===== src/core/vcf_pkg.sv =====
// Package for the output-voltage configuration and over-voltage fault command bank.
package vcf_pkg;

    localparam logic [7:0]  ADDR_CEILING    = 8'h24;
    localparam logic [7:0]  ADDR_MARGIN_HI  = 8'h25;
    localparam logic [7:0]  ADDR_MARGIN_LO  = 8'h26;
    localparam logic [7:0]  ADDR_RAMP       = 8'h27;
    localparam logic [7:0]  ADDR_SLOPE      = 8'h28;
    localparam logic [7:0]  ADDR_LOOP_GAIN  = 8'h29;
    localparam logic [7:0]  ADDR_MON_SCALE  = 8'h2a;
    localparam logic [7:0]  ADDR_DUTY       = 8'h32;
    localparam logic [7:0]  ADDR_FSW        = 8'h33;
    localparam logic [7:0]  ADDR_VIN_ON     = 8'h35;
    localparam logic [7:0]  ADDR_VIN_OFF    = 8'h36;
    localparam logic [7:0]  ADDR_IOFFSET    = 8'h39;
    localparam logic [7:0]  ADDR_OV_LIMIT   = 8'h40;
    localparam logic [7:0]  ADDR_OV_RESP    = 8'h41;

    // Reset values in linear format: exponent 0, mantissa in the unit.
    localparam logic [15:0] RST_CEILING     = 16'hffff;
    localparam logic [15:0] RST_MARGIN      = 16'h0000;
    localparam logic [15:0] RST_RAMP        = 16'h0001;
    localparam logic [15:0] RST_WORD        = 16'h0000;
    localparam logic [15:0] RST_DUTY        = 16'h0064;
    localparam logic [15:0] RST_OV_LIMIT    = 16'hffff;
    localparam logic [7:0]  RST_OV_RESP     = 8'h80;
    localparam logic [15:0] FSW_KHZ         = 16'h00c8;

    localparam logic [15:0] RAMP_MIN        = 16'h0001;
    localparam logic [15:0] RAMP_MAX        = 16'h000a;
    // 110 percent ceiling factor as a ratio.
    localparam logic [7:0]  CEIL_NUM        = 8'h0b;
    localparam logic [7:0]  CEIL_DEN        = 8'h0a;

    localparam int          RESP_HI         = 7;
    localparam int          RESP_LO         = 6;
    localparam int          RETRY_HI        = 5;
    localparam int          RETRY_LO        = 3;
    localparam int          DELAY_HI        = 2;
    localparam int          DELAY_LO        = 0;
    localparam int          EXP_HI          = 4;

    // One unit of the response delay field.
    localparam int          DELAY_UNIT_US   = 10;
    localparam int          CLK_MHZ         = 100;
    localparam logic [15:0] DELAY_UNIT_CYC  = 16'(DELAY_UNIT_US * CLK_MHZ);
    // Ramp step period: one mantissa unit per microsecond per V/ms.
    localparam logic [15:0] RAMP_TICK_CYC   = 16'(CLK_MHZ);

    typedef enum logic [1:0] {
        VCF_RESP_IGNORE,
        VCF_RESP_DELAY,
        VCF_RESP_DISABLE,
        VCF_RESP_FOLLOW
    } vcf_resp_t;

    typedef enum logic [1:0] {
        VCF_OFF,
        VCF_RUN,
        VCF_HOLD,
        VCF_LATCHED
    } vcf_run_t;

    typedef struct packed {
        logic        wr;
        logic        rd;
        logic [7:0]  addr;
        logic [15:0] wdata;
    } vcf_cmd_t;

    typedef struct packed {
        logic [15:0] ceiling;
        logic [15:0] margin_hi;
        logic [15:0] margin_lo;
        logic [15:0] ramp;
        logic [15:0] slope;
        logic [15:0] loop_gain;
        logic [15:0] mon_scale;
        logic [15:0] duty;
        logic [15:0] vin_on;
        logic [15:0] vin_off;
        logic [15:0] ioffset;
        logic [15:0] ov_limit;
        logic [7:0]  ov_resp;
    } vcf_regs_t;

endpackage


===== src/core/vcf_bank.sv =====
// Command register bank with ramping output target and over-voltage fault response.
`timescale 1ns/1ps
module vcf_bank (
    input  wire logic              I_CLK_SYS,
    input  wire logic              I_RST,
    input  wire vcf_pkg::vcf_cmd_t I_CMD,
    input  wire logic [15:0]       I_STRAP_NOMINAL,
    input  wire logic [7:0]        I_VOUT_MODE,
    input  wire logic [15:0]       I_VOUT_COMMAND,
    input  wire logic              I_MARGIN_HIGH,
    input  wire logic              I_MARGIN_LOW,
    input  wire logic              I_ENABLE,
    input  wire logic              I_CLEAR_FAULTS,
    input  wire logic              I_CLEAR_OV_BIT,
    input  wire logic [15:0]       I_VIN_MEAS,
    input  wire logic [15:0]       I_VOUT_SENSE,
    input  wire logic [15:0]       I_IOUT_RAW,
    input  wire logic [15:0]       I_LOAD_CURRENT,
    input  wire logic [15:0]       I_DUTY_DEMAND,
    output logic [15:0]            O_RDATA,
    output logic                   O_RVALID,
    output logic                   O_WR_REFUSED,
    output logic                   O_CONVERTING,
    output logic                   O_OUTPUT_EN,
    output logic                   O_OV_FAULT,
    output logic [15:0]            O_VOUT_TARGET,
    output logic [15:0]            O_DUTY,
    output logic [15:0]            O_IOUT_REPORT,
    output logic [31:0]            O_VOUT_LOOP,
    output logic [31:0]            O_VOUT_MONITOR,
    output logic [4:0]             O_VOUT_EXP
);

    typedef struct packed {
        vcf_pkg::vcf_regs_t regs;
        vcf_pkg::vcf_run_t  run;
        logic [15:0]        target;
        logic [15:0]        tick;
        logic [15:0]        delay_cnt;
        logic [2:0]         retries;
        logic               ov_flag;
        logic               enable_q;
        logic [15:0]        rdata;
        logic               rvalid;
        logic               refused;
        logic [15:0]        duty;
        logic [15:0]        iout;
        logic [31:0]        vloop;
        logic [31:0]        vmon;
        logic [4:0]         vexp;
    } vcf_state_t;

    vcf_state_t st;
    vcf_state_t next_st;

    function automatic logic [15:0] clamp_ramp(input logic [15:0] v);
        if (v < vcf_pkg::RAMP_MIN) begin
            return vcf_pkg::RAMP_MIN;
        end else if (v > vcf_pkg::RAMP_MAX) begin
            return vcf_pkg::RAMP_MAX;
        end
        return v;
    endfunction

    function automatic logic [15:0] step_toward(input logic [15:0] cur,
                                                input logic [15:0] goal,
                                                input logic [15:0] step);
        if (cur < goal) begin
            return (goal - cur > step) ? 16'(cur + step) : goal;
        end else begin
            return (cur - goal > step) ? 16'(cur - step) : goal;
        end
    endfunction

    logic [23:0] ceil_lim;
    logic [23:0] ceil_req;
    logic [15:0] goal;
    logic [15:0] droop;
    logic        ov_now;
    logic        off_on;
    logic [1:0]  resp;
    logic [2:0]  retry_set;
    logic [15:0] delay_len;

    always_comb begin
        next_st         = st;
        next_st.rvalid  = 1'b0;
        next_st.refused = 1'b0;
        ceil_lim = 24'(I_STRAP_NOMINAL) * 24'(vcf_pkg::CEIL_NUM);
        ceil_req = 24'(I_CMD.wdata) * 24'(vcf_pkg::CEIL_DEN);
        resp      = st.regs.ov_resp[vcf_pkg::RESP_HI:vcf_pkg::RESP_LO];
        retry_set = st.regs.ov_resp[vcf_pkg::RETRY_HI:vcf_pkg::RETRY_LO];
        delay_len = 16'(st.regs.ov_resp[vcf_pkg::DELAY_HI:vcf_pkg::DELAY_LO])
                    * vcf_pkg::DELAY_UNIT_CYC;
        off_on = I_ENABLE && !st.enable_q;
        next_st.enable_q = I_ENABLE;

        if (I_CMD.wr) begin
            unique case (I_CMD.addr)
                vcf_pkg::ADDR_CEILING: begin
                    if (ceil_req > ceil_lim) begin
                        next_st.refused = 1'b1;
                    end else begin
                        next_st.regs.ceiling = I_CMD.wdata;
                    end
                end
                vcf_pkg::ADDR_MARGIN_HI: next_st.regs.margin_hi = I_CMD.wdata;
                vcf_pkg::ADDR_MARGIN_LO: next_st.regs.margin_lo = I_CMD.wdata;
                vcf_pkg::ADDR_RAMP:      next_st.regs.ramp = clamp_ramp(I_CMD.wdata);
                vcf_pkg::ADDR_SLOPE:     next_st.regs.slope = I_CMD.wdata;
                vcf_pkg::ADDR_LOOP_GAIN: next_st.regs.loop_gain = I_CMD.wdata;
                vcf_pkg::ADDR_MON_SCALE: next_st.regs.mon_scale = I_CMD.wdata;
                vcf_pkg::ADDR_DUTY:      next_st.regs.duty = I_CMD.wdata;
                vcf_pkg::ADDR_VIN_ON:    next_st.regs.vin_on = I_CMD.wdata;
                vcf_pkg::ADDR_VIN_OFF:   next_st.regs.vin_off = I_CMD.wdata;
                vcf_pkg::ADDR_IOFFSET:   next_st.regs.ioffset = I_CMD.wdata;
                vcf_pkg::ADDR_OV_LIMIT:  next_st.regs.ov_limit = I_CMD.wdata;
                vcf_pkg::ADDR_OV_RESP:   next_st.regs.ov_resp = I_CMD.wdata[7:0];
                default:                 next_st.refused = 1'b1;
            endcase
        end

        if (I_CMD.rd) begin
            next_st.rvalid = 1'b1;
            unique case (I_CMD.addr)
                vcf_pkg::ADDR_CEILING:   next_st.rdata = st.regs.ceiling;
                vcf_pkg::ADDR_MARGIN_HI: next_st.rdata = st.regs.margin_hi;
                vcf_pkg::ADDR_MARGIN_LO: next_st.rdata = st.regs.margin_lo;
                vcf_pkg::ADDR_RAMP:      next_st.rdata = st.regs.ramp;
                vcf_pkg::ADDR_SLOPE:     next_st.rdata = st.regs.slope;
                vcf_pkg::ADDR_LOOP_GAIN: next_st.rdata = st.regs.loop_gain;
                vcf_pkg::ADDR_MON_SCALE: next_st.rdata = st.regs.mon_scale;
                vcf_pkg::ADDR_DUTY:      next_st.rdata = st.regs.duty;
                vcf_pkg::ADDR_FSW:       next_st.rdata = vcf_pkg::FSW_KHZ;
                vcf_pkg::ADDR_VIN_ON:    next_st.rdata = st.regs.vin_on;
                vcf_pkg::ADDR_VIN_OFF:   next_st.rdata = st.regs.vin_off;
                vcf_pkg::ADDR_IOFFSET:   next_st.rdata = st.regs.ioffset;
                vcf_pkg::ADDR_OV_LIMIT:  next_st.rdata = st.regs.ov_limit;
                vcf_pkg::ADDR_OV_RESP:   next_st.rdata = {8'h00, st.regs.ov_resp};
                default:                 next_st.rdata = 16'h0000;
            endcase
        end

        if (I_MARGIN_HIGH) begin
            goal = st.regs.margin_hi;
        end else if (I_MARGIN_LOW) begin
            goal = st.regs.margin_lo;
        end else begin
            goal = I_VOUT_COMMAND;
        end
        if (goal > st.regs.ceiling) begin
            goal = st.regs.ceiling;
        end
        droop = 16'((32'(st.regs.slope) * 32'(I_LOAD_CURRENT)) >> 10);
        goal = (goal > droop) ? 16'(goal - droop) : 16'h0000;

        if (st.tick >= vcf_pkg::RAMP_TICK_CYC - 16'h0001) begin
            next_st.tick = 16'h0000;
            next_st.target = step_toward(st.target, goal, st.regs.ramp);
        end else begin
            next_st.tick = 16'(st.tick + 16'h0001);
        end

        ov_now = I_VOUT_SENSE > st.regs.ov_limit;
        // Set wins over clear so a fault landing on a clear is kept.
        if (ov_now && resp != 2'b00) begin
            next_st.ov_flag = 1'b1;
        end else if (I_CLEAR_FAULTS || I_CLEAR_OV_BIT || off_on) begin
            next_st.ov_flag = 1'b0;
        end

        unique case (st.run)
            vcf_pkg::VCF_OFF: begin
                next_st.delay_cnt = 16'h0000;
                if (I_ENABLE && I_VIN_MEAS >= st.regs.vin_on) begin
                    next_st.run = vcf_pkg::VCF_RUN;
                    next_st.retries = 3'h0;
                end
            end
            vcf_pkg::VCF_RUN: begin
                if (!I_ENABLE || I_VIN_MEAS <= st.regs.vin_off) begin
                    next_st.run = vcf_pkg::VCF_OFF;
                end else if (ov_now) begin
                    unique case (resp)
                        2'b00: next_st.delay_cnt = 16'h0000;
                        2'b01: begin
                            if (st.delay_cnt >= delay_len) begin
                                next_st.run = vcf_pkg::VCF_LATCHED;
                            end else begin
                                next_st.delay_cnt = 16'(st.delay_cnt + 16'h0001);
                            end
                        end
                        2'b10: next_st.run = vcf_pkg::VCF_LATCHED;
                        2'b11: next_st.run = vcf_pkg::VCF_HOLD;
                    endcase
                end else begin
                    next_st.delay_cnt = 16'h0000;
                end
            end
            vcf_pkg::VCF_HOLD: begin
                if (!I_ENABLE) begin
                    next_st.run = vcf_pkg::VCF_OFF;
                end else if (!ov_now) begin
                    next_st.run = vcf_pkg::VCF_RUN;
                end
            end
            vcf_pkg::VCF_LATCHED: begin
                next_st.delay_cnt = 16'(st.delay_cnt + 16'h0001);
                if (I_CLEAR_FAULTS || I_CLEAR_OV_BIT || !I_ENABLE) begin
                    next_st.run = vcf_pkg::VCF_OFF;
                end else if (retry_set != 3'b000 && st.delay_cnt >= delay_len
                             && (retry_set == 3'b111 || st.retries < retry_set)) begin
                    next_st.run = vcf_pkg::VCF_RUN;
                    next_st.delay_cnt = 16'h0000;
                    next_st.retries = 3'(st.retries + 3'h1);
                end
            end
        endcase

        next_st.duty = (I_DUTY_DEMAND > st.regs.duty) ? st.regs.duty : I_DUTY_DEMAND;
        next_st.iout = 16'(I_IOUT_RAW + st.regs.ioffset);
        next_st.vloop = I_VOUT_SENSE * st.regs.loop_gain;
        next_st.vmon = I_VOUT_SENSE * st.regs.mon_scale;
        next_st.vexp = I_VOUT_MODE[vcf_pkg::EXP_HI:0];
    end

    always_ff @(posedge I_CLK_SYS or posedge I_RST) begin
        if (I_RST) begin
            st                <= '0;
            st.regs.ceiling   <= vcf_pkg::RST_CEILING;
            st.regs.margin_hi <= vcf_pkg::RST_MARGIN;
            st.regs.margin_lo <= vcf_pkg::RST_MARGIN;
            st.regs.ramp      <= vcf_pkg::RST_RAMP;
            st.regs.slope     <= vcf_pkg::RST_WORD;
            st.regs.loop_gain <= vcf_pkg::RST_WORD;
            st.regs.mon_scale <= vcf_pkg::RST_WORD;
            st.regs.duty      <= vcf_pkg::RST_DUTY;
            st.regs.vin_on    <= vcf_pkg::RST_WORD;
            st.regs.vin_off   <= vcf_pkg::RST_WORD;
            st.regs.ioffset   <= vcf_pkg::RST_WORD;
            st.regs.ov_limit  <= vcf_pkg::RST_OV_LIMIT;
            st.regs.ov_resp   <= vcf_pkg::RST_OV_RESP;
            st.run            <= vcf_pkg::VCF_OFF;
        end else begin
            st <= next_st;
        end
    end

    always_comb begin
        O_RDATA        = st.rdata;
        O_RVALID       = st.rvalid;
        O_WR_REFUSED   = st.refused;
        O_CONVERTING   = st.run == vcf_pkg::VCF_RUN;
        O_OUTPUT_EN    = st.run == vcf_pkg::VCF_RUN;
        O_OV_FAULT     = st.ov_flag;
        O_VOUT_TARGET  = st.target;
        O_DUTY         = st.duty;
        O_IOUT_REPORT  = st.iout;
        O_VOUT_LOOP    = st.vloop;
        O_VOUT_MONITOR = st.vmon;
        O_VOUT_EXP     = st.vexp;
    end

endmodule


===== config.mk =====
export PLATFORM = sky130hd
export DESIGN_NAME = vcf_bank
export DESIGN_NICKNAME = d
export VERILOG_FILES = /design/src/core/vcf_pkg.sv /design/src/core/vcf_bank.sv
export SDC_FILE = /design/constraint.sdc
export NUM_CORES = 2
export LEC_CHECK = 0
export BUFFER_PORTS_ARGS = -buffer_cell sky130_fd_sc_hd__buf_2
export CAP_MARGIN = 20
export CORE_ASPECT_RATIO = 1.5
export CORE_UTILIZATION = 58
export DETAILED_ROUTE_END_ITERATION = 12
export HOLD_SLACK_MARGIN = 0.08
export PLACE_DENSITY = 0.79
export SYNTH_ARGS = -nofsm -noshare
export SYNTH_HDL_FRONTEND = slang
export SYNTH_SLANG_ARGS = --single-unit

===== constraint.sdc =====
create_clock -name I_CLK_SYS -period 13.2 [get_ports I_CLK_SYS]
set_clock_uncertainty 0.2 [all_clocks]
set_input_delay 1.98 -clock I_CLK_SYS [delete_from_list [all_inputs] [get_ports I_CLK_SYS]]
set_output_delay 1.98 -clock I_CLK_SYS [all_outputs]
set_load 0.01 [all_outputs]

==> flow_summary.ini <==
[synthesis]
synth.distinct_cells = 89
async_flop_share = 1.00
synth.ff_latch_count = 374
yosysTopAreaCell = fa_1
synth_area_leaders = fa_1 (23%), dfrtp_1 (17%), ha_1 (15%)
netlist.area_leader.share = 0.235
synth_ff_type = dfrtp_1
synth-seq-area-share = 0.186
syn-cell-area_um2 = 50500
syn_inst = 5489
yosysWarningCount = 0
avgSynthCellArea_um2 = 9.20
synth_edf_count = 0

[finish]
fin_nets = 6957
drive_gt1_frac = 0.142
area_delta_synth_final_pct = 7.79
final_cell_count_no_fill = 6802

[job]
cap_viol_max_count = 0

[floorplanning]
core_um2 = 86200
io-pin-count = 291
fp.dieH_um = 363
placementRows = 132
dieWidth_um = 243
initial_core_util = 0.586
fp.dieArea_um2 = 88300

[clock_network]
htree_levels = 2
clk_pin_slew_ps = 60
clock-root-buffer = clkbuf_16
cts_made_buffers = 41
cts_hold_buf = 0
tritoncts = built
clock_path_buffers = 3
clock_latency_ps = 620
cts.sinks = 374

[sta]
maxSlewViolCount = 0
finalSetupTns_ps = 0
tightest_slew_ps = 1130
layout_min_cycle_time_ps = 12720
finalCritPeriodShare = 0.963
fmax_mhz = 78.6
timing.max_slew.rel_slack = 0.242
hold_viol_final = 0
timing.hold.ws_ps = 254
setup_viol = 0

[placement]
place_inst = 6717
dpl.hpwl_mm = 108
gp_congestion = 0.951
port-buffer-count = 287

[setup_path]
crit_path_max_incr_delay_ps = 540
crit_top_cell = fa_1
cp.required_ps = 13530
cp-end-kind = flip-flop
critPathLaunchType = input pin
crit_path_top_delay_cell = fa_1
reg2reg_setup_slack_ps = 1200
worstSetupPathType = input pin to flip-flop
critPathMaxFanout = 12
worstPathArrival_ps = 13050

[power]
p_leak_nw = 27.6
peakVddDrop_mv = 0.305
powerDensity_nw_per_um2 = 126

[grt]
antenna_found_initial = 14
grt_overflow = 0
first_global_vias = 43026
grt_max_degree = 102
grt_use_total = 0.329
grt_pass1_wl_mm = 226

[detailed_routing]
routed_wl_mm = 143
drt-initial-drc-count = 3355
firstDrtPassIters = 10
detail_route.wl_per_cell_um = 21.0
route.detailed.drc = 0
ant_nets = 0
via_per_inst = 5.97
vias = 40606

[worst_hold_path]
hp-class = flip-flop to flip-flop

[status]
status = finished, final reports clean
## final timing paths
path,to,from,cells after the start
worst min-delay path,st[140]$_DFF_PP0_,st[140]$_DFF_PP0_,1
worst max register to register,O_VOUT_TARGET[0]$_DFFE_PP0N_,st[305]$_DFFE_PP0P_,48
min in group asynchronous,O_VOUT_LOOP[0]$_DFF_PP0_,I_RST,2
max in group asynchronous,st[231]$_DFFE_PP0P_,I_RST,4
worst max-delay path,O_VOUT_TARGET[0]$_DFFE_PP0N_,I_LOAD_CURRENT[6],49
worst min register to register,st[140]$_DFF_PP0_,st[140]$_DFF_PP0_,1
## worst max-delay path, delay by kind of cell
family / cells / cell delay, ps
buf+inv: 11 / 1360
simple gates: 7 / 1230
xor+xnor: 2 / 300
mux: 2 / 650
compound gates: 17 / 3260
fa+ha+maj: 10 / 4260
## cell families after synthesis
logic type               share of synthesized area
AO/OA/AOI/OAI                                0.101
XOR/XNOR                                    0.0323
adder cells (fa/ha/maj)                      0.381
buffers and inverters                        0.108
flip-flops                                   0.186
multiplexers                                0.0551
other                                    0.0000743
AND/OR/NAND/NOR                              0.137
## through the flow
step                area (um2)   util  setup slack [ps]  total power (W)
floorplan                50500      -               341          0.00420
global route             54400  0.631             -41.4          0.00737
CTS                      54300  0.630               188          0.00682
finish                   54400  0.631               483          0.00687
detailed placement       52700  0.612              -376          0.00540
global placement         52700  0.612              -254          0.00529
## synth_stat cells (22+ instances only)
master,n
mux2_2,206
nor2b_1,36
nor3_1,56
nand2_1,628
a21oi_1,176
a211oi_1,34
mux2i_1,44
a21o_1,88
o21a_1,39
nand4_1,27
o21ai_0,149
nand2b_1,34
clkbuf_1,209
ha_1,589
nor2_1,185
fa_1,592
and2_1,314
inv_1,943
buf_4,135
and3_1,34
a222oi_1,37
xor2_1,59
dfrtp_1,337
xnor2_1,127
nand3_1,59
dfstp_2,37
a22oi_1,22
## routing by layer
| metal | share of wire | vias to the layer above | GRT usage |
|---|---|---|---|
| li1 | - | 17844 | - |
| met1 | 0.34 | 20135 | 0.354 |
| met2 | 0.49 | 1911 | 0.573 |
| met3 | 0.083 | 700 | 0.0665 |
| met4 | 0.083 | 16 | 0.239 |
| met5 | 0.00071 | - | 0 |
## timing repair
action,4_1_cts,5_1_grt
gates resized for setup,0,16
endpoints found under the setup margin,0,16
buffers inserted,0,0
## flip-flops by register name, summed over array words and instances, names as in the netlist
signal          count
resp                2
O_VOUT_MONITOR     32
O_RVALID            1
O_OV_FAULT          1
O_VOUT_EXP          5
O_RDATA            16
O_WR_REFUSED        1
st                233
O_DUTY             16
O_VOUT_TARGET      16
O_IOUT_REPORT      16
O_VOUT_LOOP        32
retry_set           3
## cells in the final DEF, fill, tap and decap left out, types with 11 or more instances in the layout
| master | n |
|---|---|
| mux2_2 | 206 |
| mux2i_1 | 43 |
| ha_1 | 589 |
| inv_1 | 942 |
| nand4_1 | 27 |
| nor2_1 | 185 |
| buf_4 | 157 |
| xnor2_1 | 127 |
| a22o_1 | 18 |
| clkbuf_16 | 41 |
| or3_1 | 18 |
| o21ai_0 | 148 |
| a21oi_1 | 175 |
| o22ai_1 | 13 |
| a211o_1 | 11 |
| o21a_1 | 38 |
| and2_1 | 314 |
| a21o_1 | 88 |
| and3_1 | 34 |
| nor3_1 | 53 |
| xor2_1 | 59 |
| nand2_1 | 628 |
| a222oi_1 | 37 |
| dfstp_2 | 37 |
| nor2b_1 | 36 |
| a22oi_1 | 22 |
| o21bai_1 | 18 |
| a31oi_1 | 15 |
| nand3_1 | 58 |
| fa_1 | 592 |
| bufinv_16 | 12 |
| a21boi_0 | 11 |
| o211ai_1 | 16 |
| nand2b_1 | 33 |
| a211oi_1 | 33 |
| buf_2 | 287 |
| dfrtp_1 | 337 |
## cell type report
| cell class | count | area, um2 |
|---|---|---|
| flip-flops and latches | 374 | 9410 |
| diodes | 7 | 17.5 |
| well taps | 1139 | 1430 |
| fillers | 7010 | 31800 |
| repair buffers | 447 | 2660 |
| inverters | 943 | 3550 |
| clock buffers | 54 | 1120 |
| multi-input cells | 3816 | 35800 |
| clock inverters | 22 | 467 |
## report_power, final
group          total [W]  internal (W)  switching, W
combinational    0.00406       0.00181       0.00224
sequential       0.00142       0.00128      0.000147
clock            0.00139      0.000844      0.000551
No activity file was read; power rests on OpenSTA's default activity.
